**src/sacs_defs.svh**
```systemverilog
`ifndef SACS_DEFS_SVH
`define SACS_DEFS_SVH
`define SACS_OFS_SC 4'h0
`define SACS_OFS_RH 4'h4
`define SACS_OFS_RL 4'h8
`define SACS_OFS_CLK 4'hc
`define SACS_SC_CONVERSION_COMPLETE_FLAG 7
`define SACS_SC_INTERRUPT_ENABLE_BIT 6
`define SACS_SC_CONT 5
`define SACS_SC_CH_HI 4
`define SACS_SC_CH_LO 0
`define SACS_CH_OFF 5'h1f
`define SACS_CLK_LPC 7
`define SACS_CLK_DIV_HI 6
`define SACS_CLK_DIV_LO 5
`define SACS_CLK_ICLK 4
`define SACS_CLK_MODE_HI 3
`define SACS_CLK_MODE_LO 2
`define SACS_CLK_LSMP 1
`define SACS_CLK_ACLK 0
`define SACS_RST_CH 5'h1f
`define SACS_RST_CLK 8'h00
`define SACS_MODE_8 2'h0
`define SACS_MODE_10 2'h1
`define SACS_SHORT_HALF 7
`define SACS_LONG_HALF 47
`define SACS_SAR_TOP 4'ha
`endif

```
**src/sacs_pkg.sv**
```systemverilog
package sacs_pkg;
   typedef enum logic [2:0] {
      SACS_IDLE = 3'b001,
      SACS_SAMPLE = 3'b010,
      SACS_CONV = 3'b100
   } sacs_state_t;
   typedef logic [1:0] sacs_mode_t;
   typedef logic [10:0] sacs_sar_t;
endpackage : sacs_pkg

```
**src/sacs_top.sv**
```systemverilog
`timescale 1ns/1ps
`include "sacs_defs.svh"
// Behaviour
// RULE_01 - Status/control write aborts conversion, starts new one unless channel is all ones.
// RULE_02 - Complete flag sets at conversion end; clears on control write or low read.
// RULE_03 - Enabled interrupt rises at conversion end; drops on result read or control write.
// RULE_04 - Continuous bit with valid channel converts repeatedly, updating results each time.
// RULE_05 - Continuous mode stops on reset, stop entry, clock register write, control write.
// RULE_06 - After stop-entry halt, only a status/control write restarts conversions.
// RULE_07 - Continuous bit clear: each valid control write triggers exactly one conversion.
// RULE_08 - Five-bit channel; all ones powers off, isolates input, no extra conversion.
// RULE_09 - Converter drops to low power whenever conversion ends with nothing pending.
// RULE_10 - Unused or reserved channel codes give an undefined result.
// RULE_11 - In 10-bit mode a high read blocks result transfers until low read.
// RULE_12 - Conversions finishing while blocked are discarded, not stored.
// RULE_13 - In 8-bit mode high and low results have no interlock.
// RULE_14 - High result bits carrying no result read as zero.
// RULE_15 - Divider field divides input clock by 1, 2, 4 or 8.
// RULE_16 - Async enable clear: select bit picks bus clock at 1, alternate at 0.
// RULE_17 - Resolution field 00 is 8-bit, 01 is 10-bit, others reserved; reset 8-bit.
// RULE_18 - Long sample bit gives 23.5 converter cycles sampling, else 3.5; code samples until the 24th or 4th converter tick.
// RULE_19 - Async enable uses async clock, runs it only converting, survives stop mode.
// RULE_20 - Low power bit selects reduced power configuration, clear selects high speed.
// RULE_21 - Approximation result is rounded to the selected 8 or 10 bit width.
// RULE_22 - Software keeps bus clock fast enough relative to converter clock.
// RULE_23 - Complete flag sets at every conversion end regardless of interrupt enable.
// RULE_24 - Stop entry without async clock aborts, powers down, keeps last results.
// RULE_25 - 10-bit mode puts two top bits in high register, eight in low.
module sacs_top (
   input wire logic clk_i,
   input wire logic rst_i,
   input wire logic cyc_i,
   input wire logic stb_i,
   input wire logic we_i,
   input wire logic [3:0] adr_i,
   input wire logic [3:0] sel_i,
   input wire logic [31:0] dat_i,
   output logic [31:0] dat_o,
   output logic ack_o,
   output logic irq_o,
   input wire logic stop_mode_i,
   input wire logic alt_clk_i,
   input wire logic async_clk_i,
   input wire logic comp_i,
   output logic conv_on_o,
   output logic sample_o,
   output logic input_isolate_o,
   output logic low_power_o,
   output logic async_clk_req_o,
   output logic [4:0] channel_o,
   output sacs_pkg::sacs_sar_t dac_trial_o
);
   import sacs_pkg::*;

   localparam logic [4:0] SHORT_TICKS = 5'((`SACS_SHORT_HALF + 1) / 2);
   localparam logic [4:0] LONG_TICKS = 5'((`SACS_LONG_HALF + 1) / 2);

   sacs_state_t state_q;
   logic ack_q;
   logic [31:0] dat_q;
   logic [4:0] ch_q;
   logic interrupt_enable_bit_q, cont_q, conversion_complete_flag_q, irq_q, lock_q, stop_q;
   logic lpc_q, iclk_q, lsmp_q, aclk_q;
   logic [1:0] div_q;
   sacs_mode_t mode_q;
   logic [7:0] res_hi_q, res_lo_q;
   logic [2:0] alt_s_q, asy_s_q;
   logic [2:0] div_cnt_q;
   logic [4:0] smp_q;
   sacs_sar_t sar_q;
   logic [3:0] bit_q;

   logic acc, wr, rd, sc_wr, clk_wr, rdh, rdl;
   logic start, stop_evt, abort, done, mode10;
   logic tick_in, converter_clock_tick, smp_end;
   logic [2:0] div_m1;
   logic [4:0] smp_last;
   sacs_sar_t sar_fin;
   logic [9:0] r10;
   logic [7:0] r8;

   // Round to width: add the bit below the LSB, saturate at full scale
   function automatic logic [9:0] round10(input sacs_sar_t v);
      logic [10:0] s;
      s = {1'b0, v[10:1]} + {10'h000, v[0]};
      round10 = s[10] ? 10'h3ff : s[9:0];
   endfunction : round10

   function automatic logic [7:0] round8(input sacs_sar_t v);
      logic [8:0] s;
      s = {1'b0, v[10:3]} + {8'h00, v[2]};
      round8 = s[8] ? 8'hff : s[7:0];
   endfunction : round8

   assign acc = cyc_i & stb_i & ~ack_q;
   assign wr = acc & we_i & sel_i[0];
   assign rd = acc & ~we_i;
   assign sc_wr = wr & (adr_i == `SACS_OFS_SC);
   assign clk_wr = wr & (adr_i == `SACS_OFS_CLK);
   assign rdh = rd & (adr_i == `SACS_OFS_RH);
   assign rdl = rd & (adr_i == `SACS_OFS_RL);
   // RULE_01 RULE_07 start on write
   assign start = sc_wr & (dat_i[`SACS_SC_CH_HI:`SACS_SC_CH_LO] != `SACS_CH_OFF);
   // RULE_24 stop entry abort
   assign stop_evt = stop_mode_i & ~stop_q & ~aclk_q;
   assign abort = sc_wr | stop_evt;
   // RULE_17 only 01 means 10-bit
   assign mode10 = (mode_q == `SACS_MODE_10);

   // Bus slave: one wait state, any address answered, unmapped reads zero
   always_ff @(posedge clk_i) begin
      if (rst_i) begin
         ack_q <= 1'b0;
      end else begin
         ack_q <= acc;
      end
   end

   always_ff @(posedge clk_i) begin
      if (rst_i) begin
         dat_q <= 32'h0000_0000;
      end else if (rd) begin
         case (adr_i)
            `SACS_OFS_SC: dat_q <= {24'h000000, conversion_complete_flag_q, interrupt_enable_bit_q, cont_q, ch_q};
            // RULE_14 unused high bits zero
            `SACS_OFS_RH: dat_q <= {24'h000000, res_hi_q};
            `SACS_OFS_RL: dat_q <= {24'h000000, res_lo_q};
            `SACS_OFS_CLK: dat_q <= {24'h000000, lpc_q, div_q, iclk_q, mode_q, lsmp_q, aclk_q};
            default: dat_q <= 32'h0000_0000;
         endcase
      end
   end

   assign ack_o = ack_q;
   assign dat_o = dat_q;

   always_ff @(posedge clk_i) begin
      if (rst_i) begin
         ch_q <= `SACS_RST_CH;
         interrupt_enable_bit_q <= 1'b0;
      end else if (sc_wr) begin
         ch_q <= dat_i[`SACS_SC_CH_HI:`SACS_SC_CH_LO];
         interrupt_enable_bit_q <= dat_i[`SACS_SC_INTERRUPT_ENABLE_BIT];
      end
   end

   always_ff @(posedge clk_i) begin
      if (rst_i) begin
         {lpc_q, div_q, iclk_q, mode_q, lsmp_q, aclk_q} <= `SACS_RST_CLK;
      end else if (clk_wr) begin
         lpc_q <= dat_i[`SACS_CLK_LPC];
         div_q <= dat_i[`SACS_CLK_DIV_HI:`SACS_CLK_DIV_LO];
         iclk_q <= dat_i[`SACS_CLK_ICLK];
         mode_q <= dat_i[`SACS_CLK_MODE_HI:`SACS_CLK_MODE_LO];
         lsmp_q <= dat_i[`SACS_CLK_LSMP];
         aclk_q <= dat_i[`SACS_CLK_ACLK];
      end
   end

   // Stop request comes from the system on this clock; only its entry matters
   always_ff @(posedge clk_i) begin
      if (rst_i) begin
         stop_q <= 1'b0;
      end else begin
         stop_q <= stop_mode_i;
      end
   end

   // Continuous mode flag
   always_ff @(posedge clk_i) begin
      if (rst_i) begin
         cont_q <= 1'b0;
      end else if (stop_evt) begin
         // RULE_05 RULE_06 halt until control write
         cont_q <= 1'b0;
      end else if (sc_wr) begin
         // RULE_08 all ones ends continuous mode
         cont_q <= dat_i[`SACS_SC_CONT] & start;
      end else if (clk_wr) begin
         // RULE_05 clock write stops repeat
         cont_q <= 1'b0;
      end
   end

   // Clock pins are asynchronous: two flops, then edge detect on later stages
   always_ff @(posedge clk_i) begin
      if (rst_i) begin
         alt_s_q <= 3'h0;
         asy_s_q <= 3'h0;
      end else begin
         alt_s_q <= {alt_s_q[1:0], alt_clk_i};
         asy_s_q <= {asy_s_q[1:0], async_clk_i};
      end
   end

   // RULE_16 RULE_19 divider input select
   assign tick_in = aclk_q ? (asy_s_q[1] & ~asy_s_q[2]) :
                    (iclk_q ? 1'b1 : (alt_s_q[1] & ~alt_s_q[2]));

   // RULE_15 divide by 1 2 4 8
   assign div_m1 = 3'((4'h1 << div_q) - 4'h1);
   assign converter_clock_tick = tick_in & (div_cnt_q == div_m1) & (state_q != SACS_IDLE);

   always_ff @(posedge clk_i) begin
      if (rst_i || state_q == SACS_IDLE || abort) begin
         div_cnt_q <= 3'h0;
      end else if (tick_in) begin
         div_cnt_q <= (div_cnt_q == div_m1) ? 3'h0 : div_cnt_q + 3'h1;
      end
   end

   // RULE_18 sampling length
   // Half cycles cannot be made from a tick, so sampling ends on the next whole tick
   assign smp_last = (lsmp_q ? LONG_TICKS : SHORT_TICKS) - 5'h1;
   assign smp_end = (state_q == SACS_SAMPLE) & converter_clock_tick & (smp_q == smp_last);
   assign done = (state_q == SACS_CONV) & converter_clock_tick & (bit_q == 4'h0) & ~abort;

   always_ff @(posedge clk_i) begin
      if (rst_i || state_q != SACS_SAMPLE || abort) begin
         smp_q <= 5'h00;
      end else if (converter_clock_tick) begin
         smp_q <= smp_q + 5'h1;
      end
   end

   // Conversion sequence
   always_ff @(posedge clk_i) begin
      if (rst_i) begin
         state_q <= SACS_IDLE;
      end else if (stop_evt) begin
         // RULE_24 abort into low power
         state_q <= SACS_IDLE;
      end else if (sc_wr) begin
         // RULE_01 abort and restart
         state_q <= start ? SACS_SAMPLE : SACS_IDLE;
      end else begin
         case (state_q)
            SACS_IDLE: state_q <= SACS_IDLE;
            SACS_SAMPLE: begin
               if (smp_end) begin
                  state_q <= SACS_CONV;
               end
            end
            SACS_CONV: begin
               if (done) begin
                  // RULE_04 RULE_09 repeat or power down
                  state_q <= cont_q ? SACS_SAMPLE : SACS_IDLE;
               end
            end
            default: state_q <= SACS_IDLE;
         endcase
      end
   end

   // Successive approximation, one decision per converter tick
   always_ff @(posedge clk_i) begin
      if (rst_i) begin
         sar_q <= 11'h000;
         bit_q <= 4'h0;
      end else if (smp_end && !abort) begin
         sar_q <= 11'h400;
         bit_q <= `SACS_SAR_TOP;
      end else if (state_q == SACS_CONV && converter_clock_tick) begin
         if (!comp_i) begin
            sar_q[bit_q] <= 1'b0;
         end
         if (bit_q != 4'h0) begin
            sar_q[bit_q - 4'h1] <= 1'b1;
            bit_q <= bit_q - 4'h1;
         end
      end
   end

   // RULE_21 rounded to mode width
   assign sar_fin = comp_i ? sar_q : (sar_q & 11'h7fe);
   assign r10 = round10(sar_fin);
   assign r8 = round8(sar_fin);

   // RULE_11 RULE_13 read interlock
   always_ff @(posedge clk_i) begin
      if (rst_i || !mode10 || rdl) begin
         lock_q <= 1'b0;
      end else if (rdh) begin
         lock_q <= 1'b1;
      end
   end

   // RULE_10 unused channels store whatever the array returns
   always_ff @(posedge clk_i) begin
      if (rst_i) begin
         res_hi_q <= 8'h00;
         res_lo_q <= 8'h00;
      end else if (done && !lock_q) begin
         // RULE_12 RULE_25 store unless blocked
         if (mode10) begin
            res_hi_q <= {6'h00, r10[9:8]};
            res_lo_q <= r10[7:0];
         end else begin
            res_hi_q <= 8'h00;
            res_lo_q <= r8;
         end
      end
   end

   // RULE_02 RULE_23 complete flag, set wins
   always_ff @(posedge clk_i) begin
      if (rst_i) begin
         conversion_complete_flag_q <= 1'b0;
      end else if (done) begin
         conversion_complete_flag_q <= 1'b1;
      end else if (sc_wr || rdl) begin
         conversion_complete_flag_q <= 1'b0;
      end
   end

   // RULE_03 interrupt, set wins
   always_ff @(posedge clk_i) begin
      if (rst_i) begin
         irq_q <= 1'b0;
      end else if (done && interrupt_enable_bit_q) begin
         irq_q <= 1'b1;
      end else if (sc_wr || rdh || rdl) begin
         irq_q <= 1'b0;
      end
   end

   assign irq_o = irq_q;
   // RULE_08 RULE_09 power and isolation
   assign conv_on_o = ~state_q[0];
   assign sample_o = state_q[1];
   assign input_isolate_o = (ch_q == `SACS_CH_OFF);
   assign channel_o = ch_q;
   // RULE_20 power configuration
   assign low_power_o = lpc_q;
   // RULE_19 generator only while converting
   assign async_clk_req_o = aclk_q & ~state_q[0];
   assign dac_trial_o = sar_q;

   property p_start;
      @(posedge clk_i) disable iff (rst_i) start && !stop_evt |=> state_q == SACS_SAMPLE;
   endproperty
   a_start: assert property (p_start) else $error("write did not start"); // RULE_01

   property p_conversion_complete_flag;
      @(posedge clk_i) disable iff (rst_i) done |=> conversion_complete_flag_q;
   endproperty
   a_conversion_complete_flag: assert property (p_conversion_complete_flag) else $error("complete flag not set"); // RULE_23

   property p_conversion_complete_flag_clr;
      @(posedge clk_i) disable iff (rst_i) rdl && !done |=> !conversion_complete_flag_q;
   endproperty
   a_conversion_complete_flag_clr: assert property (p_conversion_complete_flag_clr) else $error("complete flag not cleared"); // RULE_02

   property p_irq;
      @(posedge clk_i) disable iff (rst_i) done && interrupt_enable_bit_q |=> irq_o ##1 (irq_o || $past(sc_wr || rdh || rdl));
   endproperty
   a_irq: assert property (p_irq) else $error("interrupt missing"); // RULE_03

   property p_cont;
      @(posedge clk_i) disable iff (rst_i) done && cont_q |=> state_q == SACS_SAMPLE;
   endproperty
   a_cont: assert property (p_cont) else $error("continuous repeat missing"); // RULE_04

   property p_single;
      @(posedge clk_i) disable iff (rst_i) done && !cont_q |=> conv_on_o == 1'b0;
   endproperty
   a_single: assert property (p_single) else $error("not idle after single"); // RULE_09

   property p_clkwr;
      @(posedge clk_i) disable iff (rst_i) clk_wr && !sc_wr |=> !cont_q;
   endproperty
   a_clkwr: assert property (p_clkwr) else $error("clock write kept continuous"); // RULE_05

   property p_off;
      @(posedge clk_i) disable iff (rst_i) sc_wr && !start |=> !conv_on_o && input_isolate_o && !cont_q;
   endproperty
   a_off: assert property (p_off) else $error("off code still converting"); // RULE_08

   property p_lock;
      @(posedge clk_i) disable iff (rst_i) done && lock_q |=> $stable(res_lo_q) && $stable(res_hi_q);
   endproperty
   a_lock: assert property (p_lock) else $error("blocked result stored"); // RULE_12

   property p_hi_zero;
      @(posedge clk_i) disable iff (rst_i) done && !lock_q |=> res_hi_q[7:2] == 6'h00;
   endproperty
   a_hi_zero: assert property (p_hi_zero) else $error("high bits not zero"); // RULE_14

   property p_stop;
      @(posedge clk_i) disable iff (rst_i) stop_evt |=> !conv_on_o && $stable(res_lo_q) && !cont_q;
   endproperty
   a_stop: assert property (p_stop) else $error("stop did not abort"); // RULE_24
endmodule : sacs_top

```
**config.mk**
```make
export PLATFORM = sky130hd
export DESIGN_NAME = sacs_top
export DESIGN_NICKNAME = d
export VERILOG_FILES = /design/src/sacs_pkg.sv /design/src/sacs_top.sv
export VERILOG_INCLUDE_DIRS = /design/src
export SDC_FILE = /design/constraint.sdc
export NUM_CORES = 1
export LEC_CHECK = 0
export ABC_CLOCK_PERIOD_IN_PS = 2950
export BUFFER_PORTS_ARGS = -buffer_cell sky130_fd_sc_hd__buf_4
export CAP_MARGIN = 20
export CORE_MARGIN = 10
export CORE_UTILIZATION = 30
export CTS_CLUSTER_SIZE = 14
export DETAILED_ROUTE_END_ITERATION = 16
export GPL_TIMING_DRIVEN = 1
export SLEW_MARGIN = 10
export SYNTH_ARGS = -nofsm -noshare
export SYNTH_HDL_FRONTEND = slang
export SYNTH_SLANG_ARGS = --single-unit
```
**constraint.sdc**
```tcl
create_clock -name clk_i -period 2.95 [get_ports clk_i]
set_input_delay 0.59 -clock clk_i [delete_from_list [all_inputs] [get_ports clk_i]]
set_output_delay 0.59 -clock clk_i [all_outputs]
set_load 0.005 [all_outputs]
```
Word-level counts from Yosys, hierarchy flattened

Cells that the tools add are included.

Output and inout port bits: 55
Bits in registers: 100
Input bits: 49
Word-level logic and storage cells: 155

$lt $le $gt $ge: 4
Add/sub/neg operators: 7
Multiplexer cells: 36
Shift operators: 1
Bitwise logic cells: 35
Reduce and logical (&&, ||, !) cells: 31
Equal/unequal tests: 15

Operator list:

| operator                                                    | number |
|---|---|
| 2-to-1 mux 11 bit                                           | 7 |
| case mux 8 bit (4 select lines)                             | 1 |
| bitwise AND 1 bit                                           | 23 |
| 2-to-1 mux 8 bit                                            | 2 |
| 2-to-1 mux 3 bit                                            | 4 |
| 2-to-1 mux 4 bit                                            | 3 |
| adder 10 x 1 -> 11 bit                                      | 1 |
| bitwise AND 11 bit                                          | 1 |
| 2-to-1 mux 1 bit                                            | 11 |
| inverter 11 bit                                             | 1 |
| bitwise OR 11 bit                                           | 1 |
| less-than comparator 4 x 5 -> 1 bit (second input constant) | 2 |
| 2-to-1 mux 10 bit                                           | 1 |
| nonzero test 2 bit                                          | 5 |
| adder 8 x 1 -> 9 bit                                        | 1 |
| logical OR 1 bit                                            | 9 |
| demux 1 bit (select 4 bit)                                  | 2 |
| == test 4 bit (second input constant)                       | 2 |
| >= comparator 4 x 1 -> 1 bit (second input constant)        | 2 |
| logical NOT 4 bit                                           | 2 |
| inverter 1 bit                                              | 8 |
| logical AND 1 bit                                           | 6 |
| 2-to-1 mux 2 bit                                            | 3 |
| inequality test 3 bit (second input constant)               | 2 |
| other kinds (24)                                            | 29 |

Depth between registers and ports, before layout

Word-level depth: 15
Mapped depth: 8
Depth with buffers taken out: 8

Worst setup path after synthesis

Ideal clock, no wire load.

Path type: in2reg
Start: input comp_i
End: register res_hi_q[0]
Library setup time: 116 ps
Path buffers: 0
Required time: 2834 ps
Setup slack: 722 ps
Cell stages on the path: 8
Arrival: 2112 ps
Cell sequence: and2_1 -> ha_1 -> ha_1 -> nand3_1 -> nor3_1 -> mux2_2 -> and4_1 -> a31o_2

Cells in the longest elaborated chain, start to end: 4

RTL lines:

| item                   | RTL line        | source |
|---|---|---|
| start, declared        | sacs_top.sv:44  | `input wire logic comp_i,` |
| 2-to-1 mux 1 bit       | sacs_top.sv:275 | `assign sar_fin = comp_i ? sar_q : (sar_q & 11'h7fe);` |
| adder 10 x 1 -> 11 bit | sacs_top.sv:85  | `s = {1'b0, v[10:1]} + {10'h000, v[0]};` |
| 2-to-1 mux 10 bit      | sacs_top.sv:86  | `round10 = s[10] ? 10'h3ff : s[9:0];` |
| 2-to-1 mux 2 bit       | sacs_top.sv:295 | `if (mode10) begin` |
| end signal, assigned   | sacs_top.sv:296 | `res_hi_q <= {6'h00, r10[9:8]};` |
| end, declared          | sacs_top.sv:66  | `logic [7:0] res_hi_q, res_lo_q;` |

No other way between the ends.
A chain may end at the register's enable or synchronous reset.

Worst setup path in the final report

Start: register bit_q[0]
End: register res_hi_q[0]

Cells in the longest elaborated chain, start to end: 4

RTL lines:

| item                           | RTL line        | source |
|---|---|---|
| start, declared                | sacs_top.sv:71  | `logic [3:0] bit_q;` |
| start signal, assigned         | sacs_top.sv:262 | `` bit_q <= `SACS_SAR_TOP; `` |
| start signal, assigned         | sacs_top.sv:269 | `bit_q <= bit_q - 4'h1;` |
| logical NOT 4 bit              | sacs_top.sv:216 | `assign done = (state_q == SACS_CONV) & converter_clock_tick & (bit_q == 4'h0) & ~abort;` |
| bitwise AND 1 bit (2 in a row) | sacs_top.sv:216 |  |
| logical AND 1 bit              | sacs_top.sv:293 | `end else if (done && !lock_q) begin` |

No other way between the ends.

==> impl_metrics.json <==
{
  "io_buffers": 52,
  "cts_made_buffers": 9,
  "nets": 563,
  "htree_levels": 3,
  "synth-edff-count": 0,
  "syn_to_final_growth_pct": 20.4,
  "path_clk_slew_ns": 0.06,
  "avgSynthCellArea_sq_um": 8.21,
  "clk_path_buf_depth": 2,
  "post_cts_buffers": 0,
  "cts_tree": "built",
  "ys_top_cells_by_area": "dfxtp_1, a21oi_1, buf_4",
  "antenna_found_initial": 0,
  "layout_commonest_cell": "dfxtp_1",
  "ff2ff_setup_slack_ns": 0.66,
  "pin_count": 104,
  "core_sq_um": 12600,
  "drtAntennaViolNets": 0,
  "worst_r2r_endpoint": "res_hi_q[0]$_SDFFE_PP0P_",
  "setup_violations": 0,
  "first_iter_violations": 291,
  "synth_top_area_share_pct": 36.6,
  "syn-cell-area_sq_um": 3830,
  "clk_latency_ns": 0.34,
  "period_share_pct": 77.6,
  "root_buffer": "clkbuf_16",
  "crit_fanout": 16,
  "relSlewSlack_pct": 41.3,
  "synth_cell_types": 61,
  "worstHoldStart": "asy_s_q[0]$_SDFF_PP0_",
  "rr_worst_depth": 5,
  "grt_use_total_pct": 12.1,
  "end_kind": "flop",
  "ys_seq_elements": 70,
  "total_power_mw": 2.26,
  "routedWlPerCell_um": 15.7,
  "num_vias": 3553,
  "drc": 0,
  "worst_pin_slew_ns": 0.874,
  "rows": 41,
  "cts.sink_count": 70,
  "dp_hpwl_um": 7980,
  "grt_max_degree": 43,
  "synthArstFlopShare_pct": 0,
  "seq_area_frac_synth_pct": 36.6,
  "start_util_pct": 30.4,
  "ctsHoldBuffers": 0,
  "fin_skew_ns": 0.00705,
  "post_cts_resized": 0,
  "placed_area_sq_um": 4280,
  "critPathLaunchType": "flop",
  "power_density_nw_per_um2": 490,
  "grt_pass1_wl_um": 17900,
  "vias_per_cell": 5.19,
  "final_area_sq_um": 4610,
  "synthFlopType": "dfxtp_1",
  "die_width_um": 133,
  "ys_warn_count": 0,
  "drt_wl_total_um": 10700,
  "r2r-start": "bit_q[0]$_SDFFE_PP0P_",
  "min_path_type": "reg -> reg",
  "first_global_vias": 3398,
  "rsz0062_at_grt": "false",
  "outcome": "completed",
  "die-area_sq_um": 17700,
  "fmax_ghz": 0.437,
  "drive_gt1_share_pct": 18.1,
  "hold-path-endpoint": "asy_s_q[1]$_SDFF_PP0_",
  "max-vdd-ir-drop_mv": 0.282,
  "grt_overflow": 0,
  "finalHoldViolCount": 0,
  "whs_path_depth": 1,
  "netlist_instances": 466,
  "required_ns": 3.18,
  "first_pass_iters": 6,
  "place_congestion": 0.817,
  "diodes": 0,
  "final_cell_mix": "dfxtp_1, buf_4, a21oi_1, nand2_1, nor2_1",
  "die_height_um": 133,
  "final_max_slew_viol_count": 0,
  "synth_top_cell_by_area": "dfxtp_1",
  "crit_type": "reg -> reg",
  "tns_ns": 0,
  "crit_arrival_ns": 2.52,
  "p_leak_nw": 1.73,
  "maxCapViolations": 0,
  "fin_crit_ns": 2.29
}
[worst max-delay path: stages (launching register included)]
cell,delay [ns]
dfxtp_1,0.46
nor4_1,0.44
nand2b_1,0.16
nor3_1,0.69
nand2_1,0.15
a31o_2,0.27
[where the power goes]
group	leakage [nW]	internal (mW)	switching [mW]
registers	0.565	0.951	0.00258
clock network	0.154	0.748	0.445
logic	1.01	0.0416	0.0676
[synth_stat cells, types with 8 or more instances]
library cell  instances
a21oi_1              39
clkbuf_1             18
a22oi_1              11
mux2i_1               8
nand3_1              31
nor2_1               38
dfxtp_1              70
nor3_1                9
o21ai_0              25
buf_4                25
nor2b_1              13
or3_1                10
nand2_1              38
[routing by layer]
metal	up-vias	share of wire [%]	GRT usage, %
li1	1740	-	-
met1	1688	48	16.4
met2	119	44	17.7
met3	6	7.3	4.09
met4	0	0.50	3.18
met5	-	0	0
[worst max-delay path by stage]
stage,slack (ns),from,to
2_1_floorplan,0.72,comp_i,res_hi_q[0]$_SDFFE_PP0P_
3_3_place_gp,0.41,comp_i,res_lo_q[0]$_SDFFE_PP0P_
3_5_place_dp,0.36,comp_i,res_lo_q[1]$_SDFFE_PP0P_
4_1_cts,0.65,bit_q[0]$_SDFFE_PP0P_,res_hi_q[0]$_SDFFE_PP0P_
5_1_grt,0.34,bit_q[0]$_SDFFE_PP0P_,res_hi_q[0]$_SDFFE_PP0P_
6_report,0.66,bit_q[0]$_SDFFE_PP0P_,res_hi_q[0]$_SDFFE_PP0P_
[registers in the layout (all words and copies together), names as in the netlist, 2 cells and up]
| register | flops |
|---|---|
| state_q | 3 |
| res_hi_q | 2 |
| alt_s_q | 3 |
| bit_q | 4 |
| channel_o | 5 |
| dat_o | 8 |
| dac_trial_o | 11 |
| smp_q | 5 |
| asy_s_q | 3 |
| mode_q | 2 |
| res_lo_q | 8 |
| div_q | 2 |
| div_cnt_q | 3 |
[cell type report]
cell class | count | area, sq um
clock inverters | 6 | 93.8
fillers | 1330 | 7960
flip-flops and latches | 70 | 1400
multi-input cells | 363 | 2210
inverters | 5 | 18.8
clock buffers | 10 | 229
well taps | 172 | 215
repair buffers | 59 | 443
[cell families (layout without fill, tap and decap cells)]
kind of cell             count (synthesis)  after routing  synth area share [%]
AO/OA/AOI/OAI                          118            118                  20.2
XOR/XNOR                                12             12                  2.75
multiplexers                            17             17                  5.33
flip-flops                              70             70                  36.6
AND/OR/NAND/NOR                        186            186                  24.9
adder cells (fa/ha/maj)                  6              6                  1.96
other                                    1             24                0.0980
buffers and inverters                   56             80                  8.14
[metrics by stage]
step	worst slack, ns	cells	hold slack, ns	utilization, %
2_1_floorplan	0.722	489	0.414	-
3_3_place_gp	0.410	669	0.432	34.1
3_5_place_dp	0.363	669	0.440	34.1
4_1_cts	0.651	685	0.453	36.7
5_1_grt	0.337	685	0.461	36.7
6_report	0.659	685	0.449	36.7
Note: power is estimated with default switching activity, not from simulation.
